--- src/common/adc_cal_regs.svh ---
// Configuration word layout, reset values and sequencing counts
`ifndef ADC_CAL_REGS_SVH
`define ADC_CAL_REGS_SVH

// Word sizes of the serial port
`define WORD_BITS         24
`define COUNT_FULL_WORD   5'd24
`define COUNT_SHORT_WORD  5'd16
`define COUNT_ZERO        5'd0
`define COUNT_ONE         5'd1

// Configuration word fields, bit 23 is first on the wire
`define CFG_MODE_HI       23
`define CFG_MODE_LO       21
`define CFG_GAIN_HI       20
`define CFG_GAIN_LO       18
`define CFG_CHAN_HI       17
`define CFG_CHAN_LO       16
`define CFG_WIDTH_BIT     15
`define CFG_EXCITE_BIT    14
`define CFG_BURNOUT_BIT   13
`define CFG_UNIPOLAR_BIT  12
`define CFG_FILTER_HI     11
`define CFG_FILTER_LO     0

// Reset values
`define CFG_RESET         24'h000000
`define COEF_RESET        24'h000000
`define DATA_RESET        24'h000000

// Background mode: measurements per output word
`define BG_SLOT_LAST      3'h5
`define BG_SLOT_FIRST     3'h0
`define BG_SLOT_STEP      3'h1

`endif

--- src/common/adc_cal_pkg.sv ---
// Types shared by the calibration and mode control block
package adc_cal_pkg;

  typedef enum logic [2:0] {
    MODE_NORMAL      = 3'h0,
    MODE_SELF_CAL    = 3'h1,
    MODE_SYS_ZERO    = 3'h2,
    MODE_SYS_FULL    = 3'h3,
    MODE_SYS_OFFSET  = 3'h4,
    MODE_BACKGROUND  = 3'h5,
    MODE_ZERO_ACCESS = 3'h6,
    MODE_FULL_ACCESS = 3'h7
  } op_mode_t;

  typedef enum logic [2:0] {
    MEAS_CONVERT     = 3'h0,
    MEAS_ZERO_SHORT  = 3'h1,
    MEAS_ZERO_INPUT  = 3'h2,
    MEAS_FULL_INPUT  = 3'h3,
    MEAS_FULL_REF    = 3'h4
  } meas_kind_t;

  // Gray order along idle, issue, wait, store
  typedef enum logic [1:0] {
    ST_IDLE  = 2'h0,
    ST_ISSUE = 2'h1,
    ST_WAIT  = 2'h3,
    ST_STORE = 2'h2
  } seq_state_t;

  typedef struct packed {
    logic [23:0] cfg;
    logic [23:0] data_word;
    logic [23:0] result;
    logic        ready_n;
    seq_state_t  st;
    meas_kind_t  kind;
    logic [1:0]  chan;
    logic        step;
    logic [2:0]  bg_slot;
  } ctl_state_t;

  typedef struct packed {
    logic        sclk_q;
    logic        wf_q;
    logic        rf_q;
    logic [4:0]  wr_cnt;
    logic [23:0] wr_shift;
    logic        wr_target;
    logic        wr_valid;
    logic        rd_active;
    logic [23:0] rd_shift;
    logic [4:0]  rd_left;
    logic        rd_target;
    logic        rd_done;
  } ser_state_t;

endpackage

--- src/rtl/cal_serial_port.sv ---
// Serial frame engine: 24-bit write capture and MSB-first read shifter
`timescale 1ns/10ps
`include "adc_cal_regs.svh"
module cal_serial_port (
  // Clock and reset
  input  wire logic        clk_sys,
  input  wire logic        rstn,
  // Serial pins
  input  wire logic        serial_clk,
  input  wire logic        write_frame_n,
  input  wire logic        read_frame_n,
  input  wire logic        register_target_select,
  input  wire logic        serial_data_in,
  output logic             serial_data_out,
  output logic             serial_data_oe,
  // Word side
  input  wire logic [23:0] rd_word,
  input  wire logic        rd_len24,
  output logic             wr_valid,
  output logic [23:0]      wr_data,
  output logic             wr_target,
  output logic             rd_done,
  output logic             rd_target
);
  import adc_cal_pkg::*;

  ser_state_t s;
  ser_state_t next_s;
  logic       clk_rise;
  logic       clk_fall;

  assign clk_rise        = serial_clk & ~s.sclk_q;
  assign clk_fall        = ~serial_clk & s.sclk_q;
  assign serial_data_out = s.rd_shift[23];
  assign serial_data_oe  = s.rd_active & (s.rd_left != `COUNT_ZERO);
  assign wr_valid        = s.wr_valid;
  assign wr_data         = s.wr_shift;
  assign wr_target       = s.wr_target;
  assign rd_done         = s.rd_done;
  assign rd_target       = s.rd_target;

  always_comb begin
    next_s          = s;
    next_s.sclk_q   = serial_clk;
    next_s.wf_q     = write_frame_n;
    next_s.rf_q     = read_frame_n;
    next_s.wr_valid = 1'b0;
    next_s.rd_done  = 1'b0;
    if (!write_frame_n && s.wf_q) begin
      next_s.wr_cnt    = `COUNT_ZERO;
      next_s.wr_target = register_target_select;
    end else if (!write_frame_n && clk_rise && s.wr_cnt < `COUNT_FULL_WORD) begin
      next_s.wr_shift = {s.wr_shift[22:0], serial_data_in};
      next_s.wr_cnt   = s.wr_cnt + `COUNT_ONE;
    end
    if (write_frame_n && !s.wf_q) begin
      next_s.wr_valid = (s.wr_cnt == `COUNT_FULL_WORD);
      next_s.wr_cnt   = `COUNT_ZERO;
    end
    if (!read_frame_n && s.rf_q) begin
      next_s.rd_active = 1'b1;
      next_s.rd_shift  = rd_word;
      next_s.rd_left   = rd_len24 ? `COUNT_FULL_WORD : `COUNT_SHORT_WORD;
      next_s.rd_target = register_target_select;
    end else if (s.rd_active && clk_fall && s.rd_left != `COUNT_ZERO) begin
      next_s.rd_shift = {s.rd_shift[22:0], 1'b0};
      next_s.rd_left  = s.rd_left - `COUNT_ONE;
    end
    if (read_frame_n && !s.rf_q && s.rd_active) begin
      next_s.rd_active = 1'b0;
      next_s.rd_done   = (s.rd_left == `COUNT_ZERO);
    end
  end

  always_ff @(posedge clk_sys) begin
    if (!rstn) begin
      s        <= '0;
      s.sclk_q <= 1'b0;
      s.wf_q   <= 1'b1;
      s.rf_q   <= 1'b1;
    end else begin
      s <= next_s;
    end
  end
endmodule

--- src/rtl/cal_coef_store.sv ---
// Per-channel zero-scale and full-scale calibration coefficients
`timescale 1ns/10ps
`include "adc_cal_regs.svh"
module cal_coef_store #(
  parameter int CHANNELS = 3
) (
  // Clock and reset
  input  wire logic        clk_sys,
  input  wire logic        rstn,
  // Write port
  input  wire logic        zero_we,
  input  wire logic        full_we,
  input  wire logic [1:0]  wr_ch,
  input  wire logic [23:0] wr_data,
  // Read port
  input  wire logic [1:0]  rd_ch,
  output logic [23:0]      rd_zero,
  output logic [23:0]      rd_full
);
  typedef struct packed {
    logic [CHANNELS-1:0][23:0] zero;
    logic [CHANNELS-1:0][23:0] full;
  } coef_state_t;

  coef_state_t s;
  coef_state_t next_s;

  generate
    if (CHANNELS < 1 || CHANNELS > 4) begin : g_bad_channels
      $error("cal_coef_store: CHANNELS must be 1 to 4");
    end
  endgenerate

  // Codes past the last channel neither store nor read back
  always_comb begin
    next_s = s;
    if (int'(wr_ch) < CHANNELS) begin
      if (zero_we) begin
        next_s.zero[wr_ch] = wr_data;
      end
      if (full_we) begin
        next_s.full[wr_ch] = wr_data;
      end
    end
  end

  always_comb begin
    rd_zero = `COEF_RESET;
    rd_full = `COEF_RESET;
    if (int'(rd_ch) < CHANNELS) begin
      rd_zero = s.zero[rd_ch];
      rd_full = s.full[rd_ch];
    end
  end

  always_ff @(posedge clk_sys) begin
    if (!rstn) begin
      s <= '0;
    end else begin
      s <= next_s;
    end
  end
endmodule

--- src/rtl/adc_calibration_mode_control.sv ---
// Configuration word decode and calibration sequencer of the converter
//
// Contract
// - System calibration step two: full-scale on chosen input, ready, back to normal.
// - System offset: zero from input, full from reference, ready, then normal.
// - Background mode interleaves shorted-zero and reference cals; word rate drops sixfold.
// - Background mode keeps updating the chosen channel's coefficients.
// - Zero-access mode maps target-high reads and writes to channel zero coefficient.
// - Full-access mode maps target-high reads and writes to channel full coefficient.
// - Coefficient transfers are always 24 bits; short writes are discarded.
// - Two-bit channel field picks one of three inputs; zero after reset.
// - Polarity bit: clear is bipolar, set is unipolar; bipolar after reset.
// - Mode resets to normal; normal target-high reads return the data word.
// - Configuration word loads only after 24 clocks; further clocks are ignored.
`timescale 1ns/10ps
`include "adc_cal_regs.svh"
module adc_calibration_mode_control #(
  parameter int CHANNELS = 3
) (
  // Clock and reset
  input  wire logic                   clk_sys,
  input  wire logic                   rstn,
  // Serial port
  input  wire logic                   serial_clk,
  input  wire logic                   write_frame_n,
  input  wire logic                   read_frame_n,
  input  wire logic                   register_target_select,
  input  wire logic                   serial_data_in,
  output logic                        serial_data_out,
  output logic                        serial_data_oe,
  output logic                        conversion_ready_n,
  // Measurement core handshake
  output logic                        meas_req,
  output adc_cal_pkg::meas_kind_t     meas_kind,
  output logic [1:0]                  meas_channel,
  input  wire logic                   meas_done,
  input  wire logic [23:0]            meas_value,
  // Front end settings
  output adc_cal_pkg::op_mode_t       op_mode,
  output logic                        channel_pick_bit0,
  output logic                        channel_pick_bit1,
  output logic [2:0]                  programmable_gain_amp,
  output logic [7:0]                  gain_factor,
  output logic                        output_width_bit,
  output logic                        excitation_current_enable,
  output logic                        burnout_current_enable,
  output logic                        unipolar_select,
  output logic [11:0]                 filter_code,
  output logic                        background_active,
  // Active coefficients of the chosen channel
  output logic [23:0]                 zero_scale_coefficient,
  output logic [23:0]                 full_scale_coefficient
);
  import adc_cal_pkg::*;

  generate
    if (CHANNELS < 1 || CHANNELS > 4) begin : g_bad_channels
      $error("adc_calibration_mode_control: CHANNELS must be 1 to 4");
    end
  endgenerate

  ctl_state_t  s;
  ctl_state_t  next_s;

  op_mode_t    mode;
  logic [1:0]  chan;
  logic        coef_mode;

  logic        zero_we;
  logic        full_we;
  logic [23:0] coef_wdata;
  logic [1:0]  coef_ch;
  logic [23:0] coef_zero;
  logic [23:0] coef_full;

  logic [23:0] rd_word;
  logic        rd_len24;
  logic        wr_valid;
  logic [23:0] wr_data;
  logic        wr_target;
  logic        rd_done;
  logic        rd_target;

  // gain as a power of two
  function automatic logic [7:0] gain_of(input logic [2:0] code);
    return 8'h01 << code;
  endfunction

  function automatic logic is_access(input op_mode_t m);
    return (m == MODE_ZERO_ACCESS) || (m == MODE_FULL_ACCESS);
  endfunction

  // Next measurement for the current mode, step and background slot
  function automatic meas_kind_t pick_kind(input op_mode_t m, input logic step,
                                           input logic [2:0] slot);
    meas_kind_t k;
    k = MEAS_CONVERT;
    case (m)
      MODE_SELF_CAL:   k = step ? MEAS_FULL_REF : MEAS_ZERO_SHORT;
      MODE_SYS_ZERO:   k = MEAS_ZERO_INPUT;
      MODE_SYS_FULL:   k = MEAS_FULL_INPUT;
      MODE_SYS_OFFSET: k = step ? MEAS_FULL_REF : MEAS_ZERO_INPUT;
      MODE_BACKGROUND: begin
        if (slot == `BG_SLOT_FIRST) begin
          k = MEAS_CONVERT;
        end else if (slot[0]) begin
          k = MEAS_ZERO_SHORT;
        end else begin
          k = MEAS_FULL_REF;
        end
      end
      default:         k = MEAS_CONVERT;
    endcase
    return k;
  endfunction

  assign mode      = op_mode_t'(s.cfg[`CFG_MODE_HI:`CFG_MODE_LO]);
  assign chan      = s.cfg[`CFG_CHAN_HI:`CFG_CHAN_LO];
  assign coef_mode = is_access(mode);

  // channel field drives the front end
  assign channel_pick_bit0         = s.cfg[`CFG_CHAN_LO];
  assign channel_pick_bit1         = s.cfg[`CFG_CHAN_HI];
  assign op_mode                   = mode;
  assign programmable_gain_amp     = s.cfg[`CFG_GAIN_HI:`CFG_GAIN_LO];
  assign gain_factor               = gain_of(s.cfg[`CFG_GAIN_HI:`CFG_GAIN_LO]);
  assign output_width_bit          = s.cfg[`CFG_WIDTH_BIT];
  assign excitation_current_enable = s.cfg[`CFG_EXCITE_BIT];
  assign burnout_current_enable    = s.cfg[`CFG_BURNOUT_BIT];
  assign unipolar_select           = s.cfg[`CFG_UNIPOLAR_BIT];
  assign filter_code               = s.cfg[`CFG_FILTER_HI:`CFG_FILTER_LO];
  assign background_active         = (mode == MODE_BACKGROUND);
  assign conversion_ready_n        = s.ready_n;
  assign meas_req                  = (s.st == ST_ISSUE);
  assign meas_kind                 = s.kind;
  assign meas_channel              = s.chan;
  assign zero_scale_coefficient    = coef_zero;
  assign full_scale_coefficient    = coef_full;

  // Read word chosen when the read frame opens
  always_comb begin
    rd_word  = s.cfg;
    rd_len24 = 1'b1;
    if (register_target_select) begin
      case (mode)
        MODE_ZERO_ACCESS: rd_word = coef_zero;
        MODE_FULL_ACCESS: rd_word = coef_full;
        default: begin
          // data word, short form MSB aligned
          rd_word  = s.data_word;
          rd_len24 = s.cfg[`CFG_WIDTH_BIT];
        end
      endcase
    end
  end

  always_comb begin
    next_s     = s;
    zero_we    = 1'b0;
    full_we    = 1'b0;
    coef_wdata = s.result;
    // Ready clears on a complete data read; a new result below wins
    if (rd_done && rd_target && !coef_mode) begin
      next_s.ready_n = 1'b1;
    end
    case (s.st)
      ST_IDLE: begin
        // Access modes hold the converter so coefficients stay put
        if (!coef_mode) begin
          next_s.kind = pick_kind(mode, s.step, s.bg_slot);
          next_s.chan = chan;
          next_s.st   = ST_ISSUE;
        end
      end
      ST_ISSUE: begin
        next_s.st = ST_WAIT;
      end
      ST_WAIT: begin
        // Answers outside a wait are ignored
        if (meas_done) begin
          next_s.result = meas_value;
          next_s.st     = ST_STORE;
        end
      end
      ST_STORE: begin
        next_s.st = ST_IDLE;
        case (s.kind)
          MEAS_CONVERT: begin
            next_s.data_word = s.result;
            next_s.ready_n   = 1'b0;
          end
          MEAS_ZERO_SHORT, MEAS_ZERO_INPUT: zero_we = 1'b1;
          MEAS_FULL_INPUT, MEAS_FULL_REF:   full_we = 1'b1;
          default:                          zero_we = 1'b0;
        endcase
        case (mode)
          MODE_SELF_CAL, MODE_SYS_OFFSET: begin
            if (!s.step) begin
              next_s.step = 1'b1;
            end else begin
              next_s.step                          = 1'b0;
              next_s.ready_n                       = 1'b0;
              next_s.cfg[`CFG_MODE_HI:`CFG_MODE_LO] = MODE_NORMAL;
            end
          end
          MODE_SYS_ZERO, MODE_SYS_FULL: begin
            next_s.ready_n                       = 1'b0;
            next_s.cfg[`CFG_MODE_HI:`CFG_MODE_LO] = MODE_NORMAL;
          end
          MODE_BACKGROUND: begin
            if (s.bg_slot == `BG_SLOT_LAST) begin
              next_s.bg_slot = `BG_SLOT_FIRST;
            end else begin
              next_s.bg_slot = s.bg_slot + `BG_SLOT_STEP;
            end
          end
          default: next_s.step = 1'b0;
        endcase
      end
      default: next_s.st = ST_IDLE;
    endcase
    // Last, so a host write beats auto-return
    if (wr_valid) begin
      if (!wr_target) begin
        next_s.cfg     = wr_data;
        next_s.st      = ST_IDLE;
        next_s.step    = 1'b0;
        next_s.bg_slot = `BG_SLOT_FIRST;
      end else if (mode == MODE_ZERO_ACCESS) begin
        zero_we    = 1'b1;
        coef_wdata = wr_data;
      end else if (mode == MODE_FULL_ACCESS) begin
        full_we    = 1'b1;
        coef_wdata = wr_data;
      end
    end
  end

  always_ff @(posedge clk_sys) begin
    if (!rstn) begin
      s           <= '0;
      s.cfg       <= `CFG_RESET;
      s.data_word <= `DATA_RESET;
      s.ready_n   <= 1'b1;
      s.st        <= ST_IDLE;
    end else begin
      s <= next_s;
    end
  end

  cal_serial_port u_serial (
    .clk_sys                (clk_sys),
    .rstn                   (rstn),
    .serial_clk             (serial_clk),
    .write_frame_n          (write_frame_n),
    .read_frame_n           (read_frame_n),
    .register_target_select (register_target_select),
    .serial_data_in         (serial_data_in),
    .serial_data_out        (serial_data_out),
    .serial_data_oe         (serial_data_oe),
    .rd_word                (rd_word),
    .rd_len24               (rd_len24),
    .wr_valid               (wr_valid),
    .wr_data                (wr_data),
    .wr_target              (wr_target),
    .rd_done                (rd_done),
    .rd_target              (rd_target)
  );

  // Results go to the channel measured, host writes to the one picked now
  assign coef_ch = wr_valid ? chan : s.chan;

  cal_coef_store #(
    .CHANNELS (CHANNELS)
  ) u_coef (
    .clk_sys (clk_sys),
    .rstn    (rstn),
    .zero_we (zero_we),
    .full_we (full_we),
    .wr_ch   (coef_ch),
    .wr_data (coef_wdata),
    .rd_ch   (chan),
    .rd_zero (coef_zero),
    .rd_full (coef_full)
  );
endmodule

--- config.mk ---
export PLATFORM = sky130hd
export DESIGN_NAME = adc_calibration_mode_control
export DESIGN_NICKNAME = d
export VERILOG_FILES = /design/src/common/adc_cal_pkg.sv /design/src/rtl/cal_serial_port.sv /design/src/rtl/cal_coef_store.sv /design/src/rtl/adc_calibration_mode_control.sv
export VERILOG_INCLUDE_DIRS = /design/src /design/src/common
export SDC_FILE = /design/constraint.sdc
export NUM_CORES = 1
export LEC_CHECK = 0
export ABC_AREA = 0
export BUFFER_PORTS_ARGS = -buffer_cell sky130_fd_sc_hd__buf_2
export CAP_MARGIN = 20
export CORE_AREA = 2 2 163 165
export CTS_CLUSTER_SIZE = 40
export DETAILED_ROUTE_END_ITERATION = 8
export DIE_AREA = 0 0 165 167
export PLACE_DENSITY = 0.79
export SYNTH_ARGS = -nofsm -noshare
export SYNTH_HDL_FRONTEND = slang
export SYNTH_SLANG_ARGS = --single-unit
--- constraint.sdc ---
create_clock -name clk_sys -period 4.9 [get_ports clk_sys]
set_input_delay 0.49 -clock clk_sys [delete_from_list [all_inputs] [get_ports clk_sys]]
set_output_delay 0.49 -clock clk_sys [all_outputs]
set_load 0.02 [all_outputs]
==> metrics.md <==
| Metric | Value |
|---|---|
| Post-route DRC | `0` |
| Slowest cell on the critical path | `sky130_fd_sc_hd__dfxtp_4` |
| Post-route clock skew | `10.8 ps` |
| Fin Setup TNS | `0 ps` |
| Number of buffers inserted by post-CTS setup repair | `0` |
| Sink Count | `294` |
| Overall fraction of global-route tracks in use | `23.9%` |
| Required time worst endpoint | `4410 ps` |
| Ys async rst share | `0%` |
| Average vias per placed instance | `5.86` |
| Syn Std Cell Area | `12700 sq um` |
| Final HPWL from detailed placement | `22500 um` |
| Outcome | `finished, final reports clean` |
| Final setup violation count | `0` |
| IR Drop Worst-Case VDD | `0.247 mV` |
| Slowest cell delay on critical path | `1020 ps` |
| Non-filler instance count after layout | `1854` |
| Fraction of layout cells with a size suffix above 1 | `14.7%` |
| Grt ovf | `0` |
| Post-layout net count | `1536` |
| Worst Tran Pin Value | `1130 ps` |
| Max clock buf depth | `3` |
| Bufs and invs on worst path | `2` |
| Routed Antenna Nets | `0` |
| Highest clock frequency the design can meet | `315 MHz` |
| Relative slew slack | `24.7%` |
| Number of placed I/O pins | `122` |
| Area delta synth->final | `10.3%` |
| Final Cell Area | `14000 sq um` |
| Most frequent cells in the layout | `sky130_fd_sc_hd__dfxtp_1, sky130_fd_sc_hd__nand2_1, sky130_fd_sc_hd__buf_2` |
| Final Slew Violations | `0` |
| Sequential share of the synthesized area | `46.3%` |
| Flip-flop and latch area | `5890 sq um` |
| Buffer type at the clock tree root | `sky130_fd_sc_hd__clkbuf_16` |
| Worst min-delay path category | `in -> reg` |
| Number of fill cells in the layout | `2294` |
| Starting Density | `49.4%` |
| Vias in the first global route | `9987` |
| Vias after detailed routing | `10862` |
| Top flip-flop cell by instance count after synthesis | `sky130_fd_sc_hd__dfxtp_1` |
| Distinct cell type count of the synthesized netlist | `61` |
| Cell chain of the critical path | `nor2b_4, buf_4, nand2_1, o21ai_0, buf_2` |
| Placed insts | `1804` |
| CTS hold repair buffers | `0` |
| Post-layout minimum cycle time | `3170 ps` |
| Pin count of the biggest net entering global routing | `107` |
| Placer Congestion | `0.828` |
| Syn_area_per_cell | `8.54 sq um` |
| Count of synthesis-stage warnings from yosys | `0` |
| Diodes inserted | `0` |
| Horizontal die dimension | `165 um` |
| Clock tree from TritonCTS | `yes` |
| Final hold violations | `0` |
| Critical path capture point type | `output port` |
| Clock transition at the registers of the reported paths | `60 ps` |
| Number of DRC markers in iteration 0 | `1339` |
| Full die area | `27600 sq um` |
| Setup repair after global routing missed its margin | `false` |
| Total nets after synthesis | `1525` |
| Most common cell after layout, fill and taps aside | `sky130_fd_sc_hd__dfxtp_1` |
| Gate Count Post-Synth | `1490` |
| Crit-path max FO | `57` |
| Post-Place Cell Area | `13100 sq um` |
| CORE AREA | `25800 sq um` |
| Y dimension of the die | `167 um` |
| Number of flops mapped to enable cells by yosys | `0` |
| H-Tree Depth | `1` |
| Clock insertion delay at the later pin of the skew report | `540 ps` |
| Launching element type of the critical path | `flip-flop` |
| Routed wire length | `33600 um` |
| Routed wire length per instance | `18.1 um` |
| Multi-input gate area | `5990 sq um` |
| Number of rows in the core area | `59` |
| Lkg Pwr | `0.00485 uW` |
| Reported max-cap violation count | `0` |
| 1st-pass router iterations | `6` |
| Areal power density over the cells | `343 nW/um^2` |
| Resized cells post-CTS | `0` |
| Number of antenna violations at the first check in global routing | `0` |
| Period Utilization, post-route | `64.7%` |
| Number of buffers created by CTS | `28` |
| CP Class | `reg -> out` |
| Top Family by Delay on Critical Path | `flip-flops` |
| Arrival time of the worst setup path | `2680 ps` |
| I/O Buffers | `121` |
| First-pass GRT wire length | `53600 um` |
| Post-synthesis sequential element count | `294` |
==> synth_stat cells (5+ instances only) <==
master / number / area [sq um]
sky130_fd_sc_hd__dfxtp_1: 294 / 5890
sky130_fd_sc_hd__nand2_1: 240 / 901
sky130_fd_sc_hd__a21oi_1: 111 / 556
sky130_fd_sc_hd__o21ai_0: 106 / 531
sky130_fd_sc_hd__nor2_1: 105 / 394
sky130_fd_sc_hd__nand3_1: 101 / 505
sky130_fd_sc_hd__mux2i_1: 99 / 991
sky130_fd_sc_hd__clkbuf_1: 79 / 297
sky130_fd_sc_hd__a211oi_1: 49 / 368
sky130_fd_sc_hd__o22ai_1: 45 / 282
sky130_fd_sc_hd__buf_4: 31 / 233
sky130_fd_sc_hd__nand2b_1: 29 / 181
sky130_fd_sc_hd__buf_2: 28 / 140
sky130_fd_sc_hd__a211oi_2: 24 / 300
sky130_fd_sc_hd__o221ai_1: 21 / 184
sky130_fd_sc_hd__o21ai_1: 18 / 90.1
sky130_fd_sc_hd__buf_6: 13 / 146
sky130_fd_sc_hd__inv_1: 9 / 33.8
sky130_fd_sc_hd__nor2b_1: 6 / 37.5
sky130_fd_sc_hd__nor3_1: 6 / 30.0
sky130_fd_sc_hd__buf_1: 5 / 18.8
sky130_fd_sc_hd__nor3b_1: 5 / 37.5
==> sequential cells by signal (all words and copies together) (netlist names) <==
| signal | cells |
|---|---|
| burnout_current_enable | 1 |
| channel_pick_bit0 | 1 |
| channel_pick_bit1 | 1 |
| conversion_ready_n | 1 |
| excitation_current_enable | 1 |
| filter_code | 12 |
| meas_channel | 2 |
| meas_kind | 3 |
| op_mode | 3 |
| output_width_bit | 1 |
| programmable_gain_amp | 3 |
| s | 54 |
| u_coef.s | 144 |
| u_serial.rd_done | 1 |
| u_serial.rd_target | 1 |
| u_serial.s | 37 |
| u_serial.serial_data_out | 1 |
| u_serial.wr_data | 24 |
| u_serial.wr_target | 1 |
| u_serial.wr_valid | 1 |
| unipolar_select | 1 |
==> report_power, final <==
group	switching [uW]	internal, uW
clock	898	1300
combinational	133	52.8
sequential	18.8	2410
total	1050	3760
==> cells by family (layout without fill, tap and decap cells) <==
group / Yosys count / count (layout) / share of synthesized area [%]
DFF: 294 / 294 / 46.3
xor gates and xnor gates: 8 / 8 / 0.551
adders and majority gates: 3 / 3 / 0.295
and+or+nand+nor: 519 / 519 / 18.2
muxes: 99 / 99 / 7.79
buffers and inverters: 166 / 195 / 6.86
AOI/OAI and AO/OA: 401 / 401 / 20.0
==> per-stage QoR <==
stage	setup slack [ps]	total power (uW)	util [%]	hold slack [ps]
4_1_cts	1700	4820	54.3	181
3_3_place_gp	2250	2660	50.7	443
5_1_grt	1630	4950	54.5	180
3_5_place_dp	2020	2670	50.7	448
2_1_floorplan	2820	2610	-	436
6_report	1730	4810	54.5	187
==> metal layers <==
| metal | track usage, % | part of all wire [%] | wire length [um] |
|---|---|---|---|
| met1 | 34.8 | 45 | 15000 |
| met2 | 36.6 | 44 | 14800 |
| met3 | 4.58 | 9.4 | 3140 |
| met4 | 5.71 | 1.9 | 642 |
| met5 | 0 | 0 | 0 |
==> worst register-to-register path, delay by kind of cell, from the launching register on <==
family / cells / cell delay, ps
AO/OA/AOI/OAI: 2 / 450
AND/OR/NAND/NOR: 3 / 1120
buffers and inverters: 1 / 370
flip-flops: 1 / 730
==> final timing paths <==
kind	from	depth (start not counted)	slack [ps]	end
setup reg to reg	op_mode[2]$_SDFF_PN0_	6	2150	u_coef.s[113]$_SDFFE_PN0P_
setup / recovery	channel_pick_bit1$_SDFFE_PN0P_	5	1730	zero_scale_coefficient[12]
hold reg to reg	s[46]$_SDFFE_PN0P_	2	460	s[46]$_SDFFE_PN0P_
hold / removal	meas_value[6]	3	190	s[18]$_SDFFE_PN0P_
==> cell type report <==
cell class              instances  share of cell area (%)
repair buffers                137                    5.37
clock buffers                  41                    6.06
multi-input cells            1030                    42.7
clock inverters                 7                   0.606
inverters                      10                   0.303
well taps                     335                    2.99
flip-flops and latches        294                    42.0
Power figures use the tool's default switching activity.
